$ cat config.mk
export PLATFORM = sky130hd
export DESIGN_NAME = operand_half_word_formatter
export DESIGN_NICKNAME = d
export VERILOG_FILES = /design/src/core/read_formatter.v /design/src/core/store_merger.v /design/src/core/operand_half_word_formatter.v
export VERILOG_INCLUDE_DIRS = /design/src /design/src/include
export SDC_FILE = /design/constraint.sdc
export NUM_CORES = 1
export LEC_CHECK = 0
export BUFFER_PORTS_ARGS = -buffer_cell sky130_fd_sc_hd__buf_2
export CAP_MARGIN = 0
export CORE_MARGIN = 2
export CORE_UTILIZATION = 25
export DETAILED_ROUTE_END_ITERATION = 8
export GPL_TIMING_DRIVEN = 0
export PLACE_DENSITY_LB_ADDON = 0.25
export SYNTH_ARGS = -nofsm -noshare
export SYNTH_HDL_FRONTEND = slang
export SYNTH_SLANG_ARGS = --single-unit
export TNS_END_PERCENT = 10
$ cat constraint.sdc
create_clock -name clk_i -period 12.9 [get_ports clk_i]
set_input_delay 2.58 -clock clk_i [delete_from_list [all_inputs] [get_ports clk_i]]
set_output_delay 2.58 -clock clk_i [all_outputs]
set_load 0.02 [all_outputs]
$ cat src/include/operand_fmt_regs.vh
// Purpose: constants for the operand half-word formatter
// Assumes: 30-bit words split into two 15-bit halves
// Notes:   register map, field positions and mode codes
`ifndef OPERAND_FMT_REGS_VH
`define OPERAND_FMT_REGS_VH

`define WORD_W          30
`define HALF_W          15
`define HALF_LO_MSB     14
`define HALF_HI_LSB     15
`define HALF_HI_MSB     29

// read modes
`define MODE_LOWER      3'h0
`define MODE_UPPER      3'h1
`define MODE_WHOLE      3'h2
`define MODE_LOWER_SX   3'h3
`define MODE_UPPER_SX   3'h4
`define MODE_IMM        3'h5
`define MODE_IMM_SX     3'h6

// operand sources
`define SRC_MEM         2'h0
`define SRC_ACC         2'h1
`define SRC_INDEX       2'h2
`define SRC_IMM         2'h3

// store modes
`define ST_LOWER        2'h0
`define ST_UPPER        2'h1
`define ST_WHOLE        2'h2

// register offsets (byte addresses)
`define REG_CTRL        6'h00
`define REG_INSTR       6'h04
`define REG_BASE        6'h08
`define REG_ACC         6'h0c
`define REG_MEMDATA     6'h10
`define REG_RESULT      6'h14
`define REG_ADDR        6'h18
`define REG_STORE       6'h1c
`define REG_INDEX0      6'h20
`define ADDR_W          6

// control register fields
`define CTRL_MODE_LSB   0
`define CTRL_MODE_MSB   2
`define CTRL_SRC_LSB    4
`define CTRL_SRC_MSB    5
`define CTRL_IDX_LSB    8
`define CTRL_IDX_MSB    10
`define CTRL_INCR_LSB   16
`define CTRL_ST_LSB     12
`define CTRL_ST_MSB     13
`define CTRL_IDXONLY    14
`define CTRL_INCR_W     16

`define NUM_INDEX       8
`define IDX_NONE        3'h0

`endif

$ cat src/core/read_formatter.v
// Purpose: shape a 30-bit operand into the arithmetic register image
// Assumes: mode codes from the constants header
// Notes:   purely combinational, one clock of slack
`timescale 1ns/1ps
`default_nettype none
`include "operand_fmt_regs.vh"
module read_formatter (
  input  wire [2:0]            mode_i,
  input  wire [`WORD_W-1:0]    word_i,
  output reg  [`WORD_W-1:0]    fmt_o
);
  wire [`HALF_W-1:0] lo_half;
  wire [`HALF_W-1:0] hi_half;
  assign lo_half = word_i[`HALF_LO_MSB:0];
  assign hi_half = word_i[`HALF_HI_MSB:`HALF_HI_LSB];

  // all paths settle in one cycle
  always @* begin
    case (mode_i)
      `MODE_LOWER:    fmt_o = {{`HALF_W{1'b0}}, lo_half};
      `MODE_UPPER:    fmt_o = {{`HALF_W{1'b0}}, hi_half};
      `MODE_WHOLE:    fmt_o = word_i;
      `MODE_LOWER_SX: fmt_o = {{`HALF_W{lo_half[`HALF_W-1]}}, lo_half};
      `MODE_UPPER_SX: fmt_o = {{`HALF_W{hi_half[`HALF_W-1]}}, hi_half};
      `MODE_IMM:      fmt_o = {{`HALF_W{1'b0}}, lo_half};
      `MODE_IMM_SX:   fmt_o = {{`HALF_W{lo_half[`HALF_W-1]}}, lo_half};
      default:        fmt_o = word_i;
    endcase
  end
endmodule
`default_nettype wire

$ cat src/core/store_merger.v
// Purpose: merge a register value into a destination word
// Assumes: store mode codes from the constants header
// Notes:   untouched half of the destination is kept
`timescale 1ns/1ps
`default_nettype none
`include "operand_fmt_regs.vh"
module store_merger (
  input  wire [1:0]            mode_i,
  input  wire [`WORD_W-1:0]    src_i,
  input  wire [`WORD_W-1:0]    dest_i,
  output reg  [`WORD_W-1:0]    merged_o
);
  always @* begin
    case (mode_i)
      `ST_LOWER: merged_o = {dest_i[`HALF_HI_MSB:`HALF_HI_LSB],
                             src_i[`HALF_LO_MSB:0]};
      `ST_UPPER: merged_o = {src_i[`HALF_LO_MSB:0], dest_i[`HALF_LO_MSB:0]};
      `ST_WHOLE: merged_o = src_i;
      default:   merged_o = src_i;
    endcase
  end
endmodule
`default_nettype wire

$ cat src/core/operand_half_word_formatter.v
// Purpose: operand formatting and address path with a Wishbone slave
// Assumes: classic Wishbone, 32-bit data, single clock, sync reset
// Notes:   ack one cycle after stb; results registered on every clock
`timescale 1ns/1ps
`default_nettype none
`include "operand_fmt_regs.vh"
module operand_half_word_formatter (
  input  wire                  clk_i,
  input  wire                  rst_i,
  input  wire                  cyc_i,
  input  wire                  stb_i,
  input  wire                  we_i,
  input  wire [`ADDR_W-1:0]    adr_i,
  input  wire [3:0]            sel_i,
  input  wire [31:0]           dat_i,
  output reg  [31:0]           dat_o,
  output reg                   ack_o,
  output reg  [`HALF_W-1:0]    mem_addr_o,
  output reg  [`WORD_W-1:0]    result_o,
  output reg  [`WORD_W-1:0]    store_word_o
);

////////////////////////////////////////////////////////////////////////////////
// software-visible state

  reg [31:0]          ctrl_r;
  reg [`WORD_W-1:0]   instr_r;
  reg [`HALF_W-1:0]   base_r;
  reg [`WORD_W-1:0]   acc_r;
  reg [`WORD_W-1:0]   memdata_r;
  reg [`HALF_W-1:0]   index_r [1:`NUM_INDEX-1];

  wire [2:0]  mode     = ctrl_r[`CTRL_MODE_MSB:`CTRL_MODE_LSB];
  wire [1:0]  src      = ctrl_r[`CTRL_SRC_MSB:`CTRL_SRC_LSB];
  wire [2:0]  idx_sel  = ctrl_r[`CTRL_IDX_MSB:`CTRL_IDX_LSB];
  wire [1:0]  st_mode  = ctrl_r[`CTRL_ST_MSB:`CTRL_ST_LSB];
  wire        idx_only = ctrl_r[`CTRL_IDXONLY];
  wire [`CTRL_INCR_W-1:0] incr = ctrl_r[31:`CTRL_INCR_LSB];

////////////////////////////////////////////////////////////////////////////////
// helpers

  // index zero reads as nothing added
  function [`HALF_W-1:0] index_value;
    input [2:0] sel;
    begin
      if (sel == `IDX_NONE)
        index_value = {`HALF_W{1'b0}};
      else
        index_value = index_r[sel];
    end
  endfunction

  function [31:0] pad_word;
    input [`WORD_W-1:0] w;
    begin
      pad_word = {2'h0, w};
    end
  endfunction

////////////////////////////////////////////////////////////////////////////////
// address generation

  // the array is read directly so that a write to the selected index
  // register re-evaluates this path; a function call would only wake on
  // its argument
  reg  [`HALF_W-1:0] idx_val;
  always @* begin
    if (idx_sel == `IDX_NONE)
      idx_val = {`HALF_W{1'b0}};
    else
      idx_val = index_r[idx_sel];
  end
  // increment wraps modulo the 15-bit address space, as a signed offset
  wire [`HALF_W-1:0] base_incr = base_r + incr[`HALF_W-1:0];
  wire [`HALF_W-1:0] eff_addr  = idx_only ? idx_val
                                          : base_incr + idx_val;
  // modified instruction: index summed into the low field
  wire [`HALF_W-1:0] instr_lo  = instr_r[`HALF_LO_MSB:0] + idx_val;
  wire [`WORD_W-1:0] instr_mod = {instr_r[`HALF_HI_MSB:`HALF_HI_LSB], instr_lo};

////////////////////////////////////////////////////////////////////////////////
// operand selection and formatting

  reg  [`WORD_W-1:0] src_word;
  reg  [2:0]         eff_mode;
  always @* begin
    eff_mode = mode;
    case (src)
      `SRC_MEM:   src_word = memdata_r;
      `SRC_ACC: begin
        src_word = acc_r;
        eff_mode = `MODE_WHOLE;
      end
      `SRC_INDEX: src_word = {{`HALF_W{1'b0}}, idx_val};
      `SRC_IMM:   src_word = {{`HALF_W{1'b0}}, instr_r[`HALF_LO_MSB:0]};
      default:    src_word = memdata_r;
    endcase
  end

  wire [`WORD_W-1:0] fmt_word;
  read_formatter u_read (
    .mode_i (eff_mode),
    .word_i (src_word),
    .fmt_o  (fmt_word)
  );

  wire [`WORD_W-1:0] merged_word;
  store_merger u_store (
    .mode_i   (st_mode),
    .src_i    (acc_r),
    .dest_i   (memdata_r),
    .merged_o (merged_word)
  );

////////////////////////////////////////////////////////////////////////////////
// wishbone slave

  wire req    = cyc_i & stb_i & ~ack_o;
  wire wr_req = req & we_i;
  wire full_w = &sel_i;

  integer i;
  always @(posedge clk_i) begin
    if (rst_i) begin
      ack_o        <= 1'b0;
      dat_o        <= 32'h0;
      ctrl_r       <= 32'h0;
      instr_r      <= {`WORD_W{1'b0}};
      base_r       <= {`HALF_W{1'b0}};
      acc_r        <= {`WORD_W{1'b0}};
      memdata_r    <= {`WORD_W{1'b0}};
      mem_addr_o   <= {`HALF_W{1'b0}};
      result_o     <= {`WORD_W{1'b0}};
      store_word_o <= {`WORD_W{1'b0}};
      for (i = 1; i < `NUM_INDEX; i = i + 1) begin
        index_r[i] <= {`HALF_W{1'b0}};
      end
    end else begin
      ack_o <= req;
      // the formatted outputs track the state every cycle
      mem_addr_o   <= eff_addr;
      result_o     <= fmt_word;
      store_word_o <= merged_word;
      if (wr_req && full_w) begin
        case (adr_i)
          `REG_CTRL:    ctrl_r    <= dat_i;
          `REG_INSTR:   instr_r   <= dat_i[`WORD_W-1:0];
          `REG_BASE:    base_r    <= dat_i[`HALF_W-1:0];
          `REG_ACC:     acc_r     <= dat_i[`WORD_W-1:0];
          `REG_MEMDATA: memdata_r <= dat_i[`WORD_W-1:0];
          default: begin
            if (adr_i[`ADDR_W-1] && adr_i[4:2] != `IDX_NONE)
              index_r[adr_i[4:2]] <= dat_i[`HALF_W-1:0];
          end
        endcase
      end
      if (req && !we_i) begin
        case (adr_i)
          `REG_CTRL:    dat_o <= ctrl_r;
          `REG_INSTR:   dat_o <= pad_word(instr_mod);
          `REG_BASE:    dat_o <= {17'h0, base_r};
          `REG_ACC:     dat_o <= pad_word(acc_r);
          `REG_MEMDATA: dat_o <= pad_word(memdata_r);
          `REG_RESULT:  dat_o <= pad_word(fmt_word);
          `REG_ADDR:    dat_o <= {17'h0, eff_addr};
          `REG_STORE:   dat_o <= pad_word(merged_word);
          default: begin
            if (adr_i[`ADDR_W-1])
              dat_o <= {17'h0, index_value(adr_i[4:2])};
            else
              dat_o <= 32'h0;
          end
        endcase
      end
    end
  end
endmodule
`default_nettype wire

Word level (Yosys, flattened, before mapping)
Memories as Yosys holds them, arrays and structs flattened. A register that Yosys moved wholly into a read port is not among the register bits.
Index checks and enable logic that the tools add are counted.
- flip-flop bits (word level): 245
- latch bits: 0
- RAM bits: 105
- memory bits (read-only): 0
- input bits: 47
- output and inout port bits: 108
- word-level logic and storage cells: 76
- memories: 1
- add/sub/neg operators: 3
- multiply operators: 0
- divide/modulo/power cells: 0
- $lt $le $gt $ge: 0
- equality and inequality tests: 16
- shift-type cells: 0
- mux-type cells: 21
- bitwise gates (word level): 4
- reduce and logical (&&, ||, !) cells: 21
- memory list (name ; words ; bits a word ; rd ports ; clocked after memory_dff ; wr ports ; RTL line ; source):
    index_r ; 7 ; 15 ; 2 ; 1 ; 7 ; operand_half_word_formatter.v:31 ; reg [`HALF_W-1:0] index_r [1:`NUM_INDEX-1];
- operators with widths (operator ; number):
    $pmux 32 s8 ; 1
    $pmux 30 s4 ; 2
    $mux 15 ; 5
    $pmux 30 s2 ; 1
    $add 15x15->15 ; 3
    $eq 6x5->1 const B ; 4
    $reduce_or 15->1 ; 1
    $eq 6x4->1 const B ; 2
    $mux 3 ; 4
    $reduce_and 2->1 ; 5
    $eq 3x3->1 const B ; 3
    $logic_not 3->1 ; 3
    $mux 1 ; 8
    $eq 6x3->1 const B ; 1
    $logic_not 6->1 ; 1
    $reduce_or 5->1 ; 1
    $eq 2x1->1 const B ; 2
    $eq 2x2->1 const B ; 2
    $logic_not 2->1 ; 2
    $reduce_and 4->1 ; 1
    $reduce_or 2->1 ; 2
    $and 1x1->1 ; 3
    $eq 3x1->1 const B ; 1
    $eq 3x2->1 const B ; 1
    other kinds (4) ; 6

Depth between registers and ports, before layout
- depth in word-level cells: 9
- mapped depth: 17
- mapped depth without buffers: 15

Hierarchy
From an unflattened synthesis, not the netlist that was laid out.
- cell total of the unflattened synthesis: 1901
- area total of the unflattened synthesis: 18861.8 um2
- by module, submodules not included (module ; instances ; cells an instance ; area each (um2) ; seq. area each (um2)):
    operand_half_word_formatter ; 1 ; 1779 ; 17769.5 ; 8568.2
    store_merger ; 1 ; 68 ; 558.0 ; 0.0
    read_formatter ; 1 ; 54 ; 534.3 ; 0.0

Least setup slack after synthesis
No wires, ideal clock.
- path type: input to register
- from: input adr_i[2]
- to: memory index_r[5][0] (netlist name) (enable)
- library setup time: 408 ps
- arrival time: 4756 ps
- data required time: 12492 ps
- setup slack: 7736 ps
- stages on the path: 5
- path buffers: 3
- cell sequence: buf_2 -> buf_2 -> clkbuf_1 -> nand2b_1 -> o21ai_0
- RTL lines (item ; RTL line ; source):
    from (decl) ; operand_half_word_formatter.v:13 ; input wire [`ADDR_W-1:0] adr_i,
    to (decl) ; operand_half_word_formatter.v:31 ;

Worst setup path after layout
- from: input adr_i[2]
- to: register dat_o[8]
- longest elaborated chain between the ends: 4
- elaborated cells on any way between the ends: 13
- RTL lines (item ; RTL line ; source):
    $mem_v2 7x15 / $logic_not 3->1 (equally long branches) ; - ;
    $mux 15 ; operand_half_word_formatter.v:47 ; if (sel == `IDX_NONE)
    $mux 15 ; operand_half_word_formatter.v:169 ; if (adr_i[`ADDR_W-1])
    $pmux 32 s8 * ; operand_half_word_formatter.v:159 ; case (adr_i)
    to (signal assigned) ; operand_half_word_formatter.v:160 ; `REG_CTRL: dat_o <= ctrl_r;
    to (signal assigned) ; operand_half_word_formatter.v:161 ; `REG_INSTR: dat_o <= pad_word(instr_mod);
    to (signal assigned) ; operand_half_word_formatter.v:170 ; dat_o <= {17'h0, index_value(adr_i[4:2])};
    to (decl) ; operand_half_word_formatter.v:16 ; output reg [31:0] dat_o,
Mark *: on every way between the ends. The rest lies on a longest branch, timed or not.
A chain may end at the register's enable or synchronous reset.

==> results.sh <==
export IMPL_design_die_area_sq_um=75700
export IMPL_dp_hpwl_mm=67.3
export IMPL_irDropWorstVdd_uv=84.3
export IMPL_intPower_w=0.00198
export IMPL_synth_most_common_cell="nand2_1"
export IMPL_dpl_cell_area_sq_um=20500
export IMPL_clk_pin_slew_ns=0.06
export IMPL_worst_pin_slew_ns=1.36
export IMPL_cp_top_family="buffers and inverters"
export IMPL_post_route_min_period_ns=6.54
export IMPL_drv_slew=0
export IMPL_hold_path_class="flip-flop to flip-flop"
export IMPL_start_util_pct=25.2
export IMPL_power_net_switching_w=0.000621
export IMPL_antenna_found_initial=10
export IMPL_path_cells="buf_2 > buf_2 > clkbuf_1 > nand2b_1 > nor2_1 > clkbuf_1 > a221oi_1 > a221oi_1"
export IMPL_grt_pass1_wl_mm=121
export IMPL_worst_path_buf_inv=4
export IMPL_setup_tns_ns=0
export IMPL_outcome="finished, final reports clean"
export IMPL_htreeDepth=2
export IMPL_max_clock_freq_ghz=0.153
export IMPL_synth_common_cells="nand2_1, a21oi_1, dfxtp_1"
export IMPL_end_kind="flip-flop"
export IMPL_yosysTopAreaCellShare_pct=27.0
export IMPL_cpPeakStageDelay_ns=1.00
export IMPL_nNetsFinal=2267
export IMPL_arrival_ns=7.00
export IMPL_seqPwrFrac_pct=46.9
export IMPL_clock_sinks=368
export IMPL_drt_iter0_drc=2043
export IMPL_swShare_pct=23.9
export IMPL_cts_resized=0
export IMPL_clock_latency_ns=0.59
export IMPL_final_cells=3173
export IMPL_powerDensity_nw_per_um2=119
export IMPL_viasPerCell=5.37
export IMPL_critPathKind="primary input to flip-flop"
export IMPL_pin_count=155
export IMPL_rsz0062_at_grt="no"
export IMPL_synth_top_cell_by_area="dfxtp_1"
export IMPL_layout_drive_gt1_share_pct=15.3
export IMPL_port_buffers=152
export IMPL_crit_required_ns=13.36
export IMPL_whs_ns=0.457
export IMPL_fin_area_sq_um=21900
export IMPL_cts_buffer_depth=3
export IMPL_synth_top_cells_by_area="dfxtp_1, edfxtp_1, nand2_1"
export IMPL_setup_violations=0
export IMPL_ant_nets=0
export IMPL_fin_crit_sh_pct=50.7
export IMPL_path_max_fanout=10
export IMPL_clkPwrFrac_pct=47.8
export IMPL_postCtsSetupRepairBufs=0
export IMPL_root_buffer="clkbuf_16"
export IMPL_yosysWarnings=0
export IMPL_grt_overflow=0
export IMPL_die_y_um=275
export IMPL_synthCells=1962
export IMPL_coreArea_sq_um=72800
export IMPL_grt_pass1_vias=16300
export IMPL_cts_made_buffers=41
export IMPL_power_frac_comb_pct=5.3
export IMPL_worstSetupStartpointType="primary input"
export IMPL_finalPower_w=0.00260
export IMPL_synth_flop_cell="dfxtp_1"
export IMPL_grt_usage_pct=22.6
export IMPL_maxCapViolations=0
export IMPL_synth_seq_cells=368
export IMPL_synth_avg_cell_area_sq_um=9.37
export IMPL_gp_congestion=0.965
export IMPL_holdBufCountCts=0
export IMPL_synth_cell_types=61
export IMPL_syn_area_sq_um=18400
export IMPL_syn2layout_area_growth_pct=19.3
export IMPL_grt_max_degree=16
export IMPL_via_count=17000
export IMPL_clock_skew_ns=0.0339
export IMPL_cts_tree="done"
export IMPL_p_leak_nw=7.89
export IMPL_drc=0
export IMPL_async_flop_share_pct=0
export IMPL_ys_seq_area_share_pct=46.6
export IMPL_hold_viol=0
export IMPL_slew_headroom_pct=8.86
export IMPL_dp_cells=3093
export IMPL_synth_edf_count=120
export IMPL_wirelength_mm=87.7
export IMPL_firstDrtPassIters=6
export IMPL_rows=99
export IMPL_die_w_um=275
export IMPL_slowest_stage="clkbuf_1"
export IMPL_wl_per_cell_um=27.6
## worst min-delay path, stage by stage (launching register included)
cell and delay (ns):
dfxtp_1 0.31, nand2_1 0.05, a21oi_1 0.05
## cell type report
type | count | area (sq um)
plain buffers | 147 | 576
diodes | 5 | 12.5
multi-input cells | 1446 | 9270
repair buffers | 158 | 863
inverters | 15 | 56.3
clock inverters | 18 | 233
well taps | 959 | 1200
fillers | 7754 | 50900
flip-flops and latches | 368 | 8570
clock buffers | 57 | 1160
## placed cells by master, fill, tap and decap left out, types with 16 or more instances in the layout
cell and instances:
clkbuf_1 133, nor3_1 22, mux4_2 57, xnor2_1 16, dfxtp_1 248, and2_1 117, clkbuf_16 43, mux2i_1 73
ha_1 27, mux2_2 29, a21oi_1 253, buf_2 162, nor2_1 174, o21ai_0 37, nand2_1 389, a22oi_1 28
a221oi_1 26, edfxtp_1 120, fa_1 16
## logic make-up (layout without fill, tap and decap cells)
kind of cell / count (synthesis) / in the layout / synth area share [%]
fa+ha+maj: 43 / 43 / 3.58
other cells: 1 / 20 / 0.0204
xor+xnor: 24 / 24 / 1.14
compound gates: 434 / 434 / 14.1
buf+inv: 162 / 395 / 3.44
simple gates: 771 / 771 / 18.4
mux: 159 / 159 / 12.7
flops: 368 / 368 / 46.6
## state kept, by name, indices dropped and copies added (netlist names), named ones only
signal / cells
memdata_r: 30
dat_o: 32
ack_o: 1
result_o: 30
ctrl_r: 32
index_r: 120
instr_r: 30
mem_addr_o: 15
base_r: 15
store_word_o: 30
acc_r: 30
## worst paths after layout
check / from / to / slack [ns] / depth (start not counted)
worst min-delay path: instr_r[18] / instr_r[18] / 0.46 / 2
worst min register to register: instr_r[18] / instr_r[18] / 0.46 / 2
worst max register to register: flip-flop / dat_o[14] / 6.57 / 14
worst max-delay path: adr_i[2] / dat_o[8] / 6.36 / 8
## per-layer routing
| metal | vias up | global-route usage (%) | share of wire [%] |
|---|---|---|---|
| met2 | 1060 | 35.5 | 44 |
| met3 | 226 | 4.50 | 9.5 |
| met5 | - | 0 | 0.033 |
| li1 | 7346 | - | - |
| met4 | 6 | 10.8 | 5.6 |
| met1 | 8388 | 29.8 | 41 |
## power by group through the flow
stage                     registers, W   logic, W  clock network, W
after CTS                      0.00122   0.000135           0.00125
after global placement         0.00125   0.000129                 0
after detailed placement       0.00125   0.000134                 0
after global routing           0.00122   0.000141           0.00130
final                          0.00122   0.000137           0.00124
after floorplan                0.00124  0.0000625                 0
## metrics by stage
stage | setup slack [ns] | util [%]
after global placement | 5.04 | 28.0
final | 6.36 | 30.1
after CTS | 6.47 | 30.1
after global routing | 6.28 | 30.1
after floorplan | 7.74 | -
after detailed placement | 5.88 | 28.2
(Power assumes the default switching activity.)
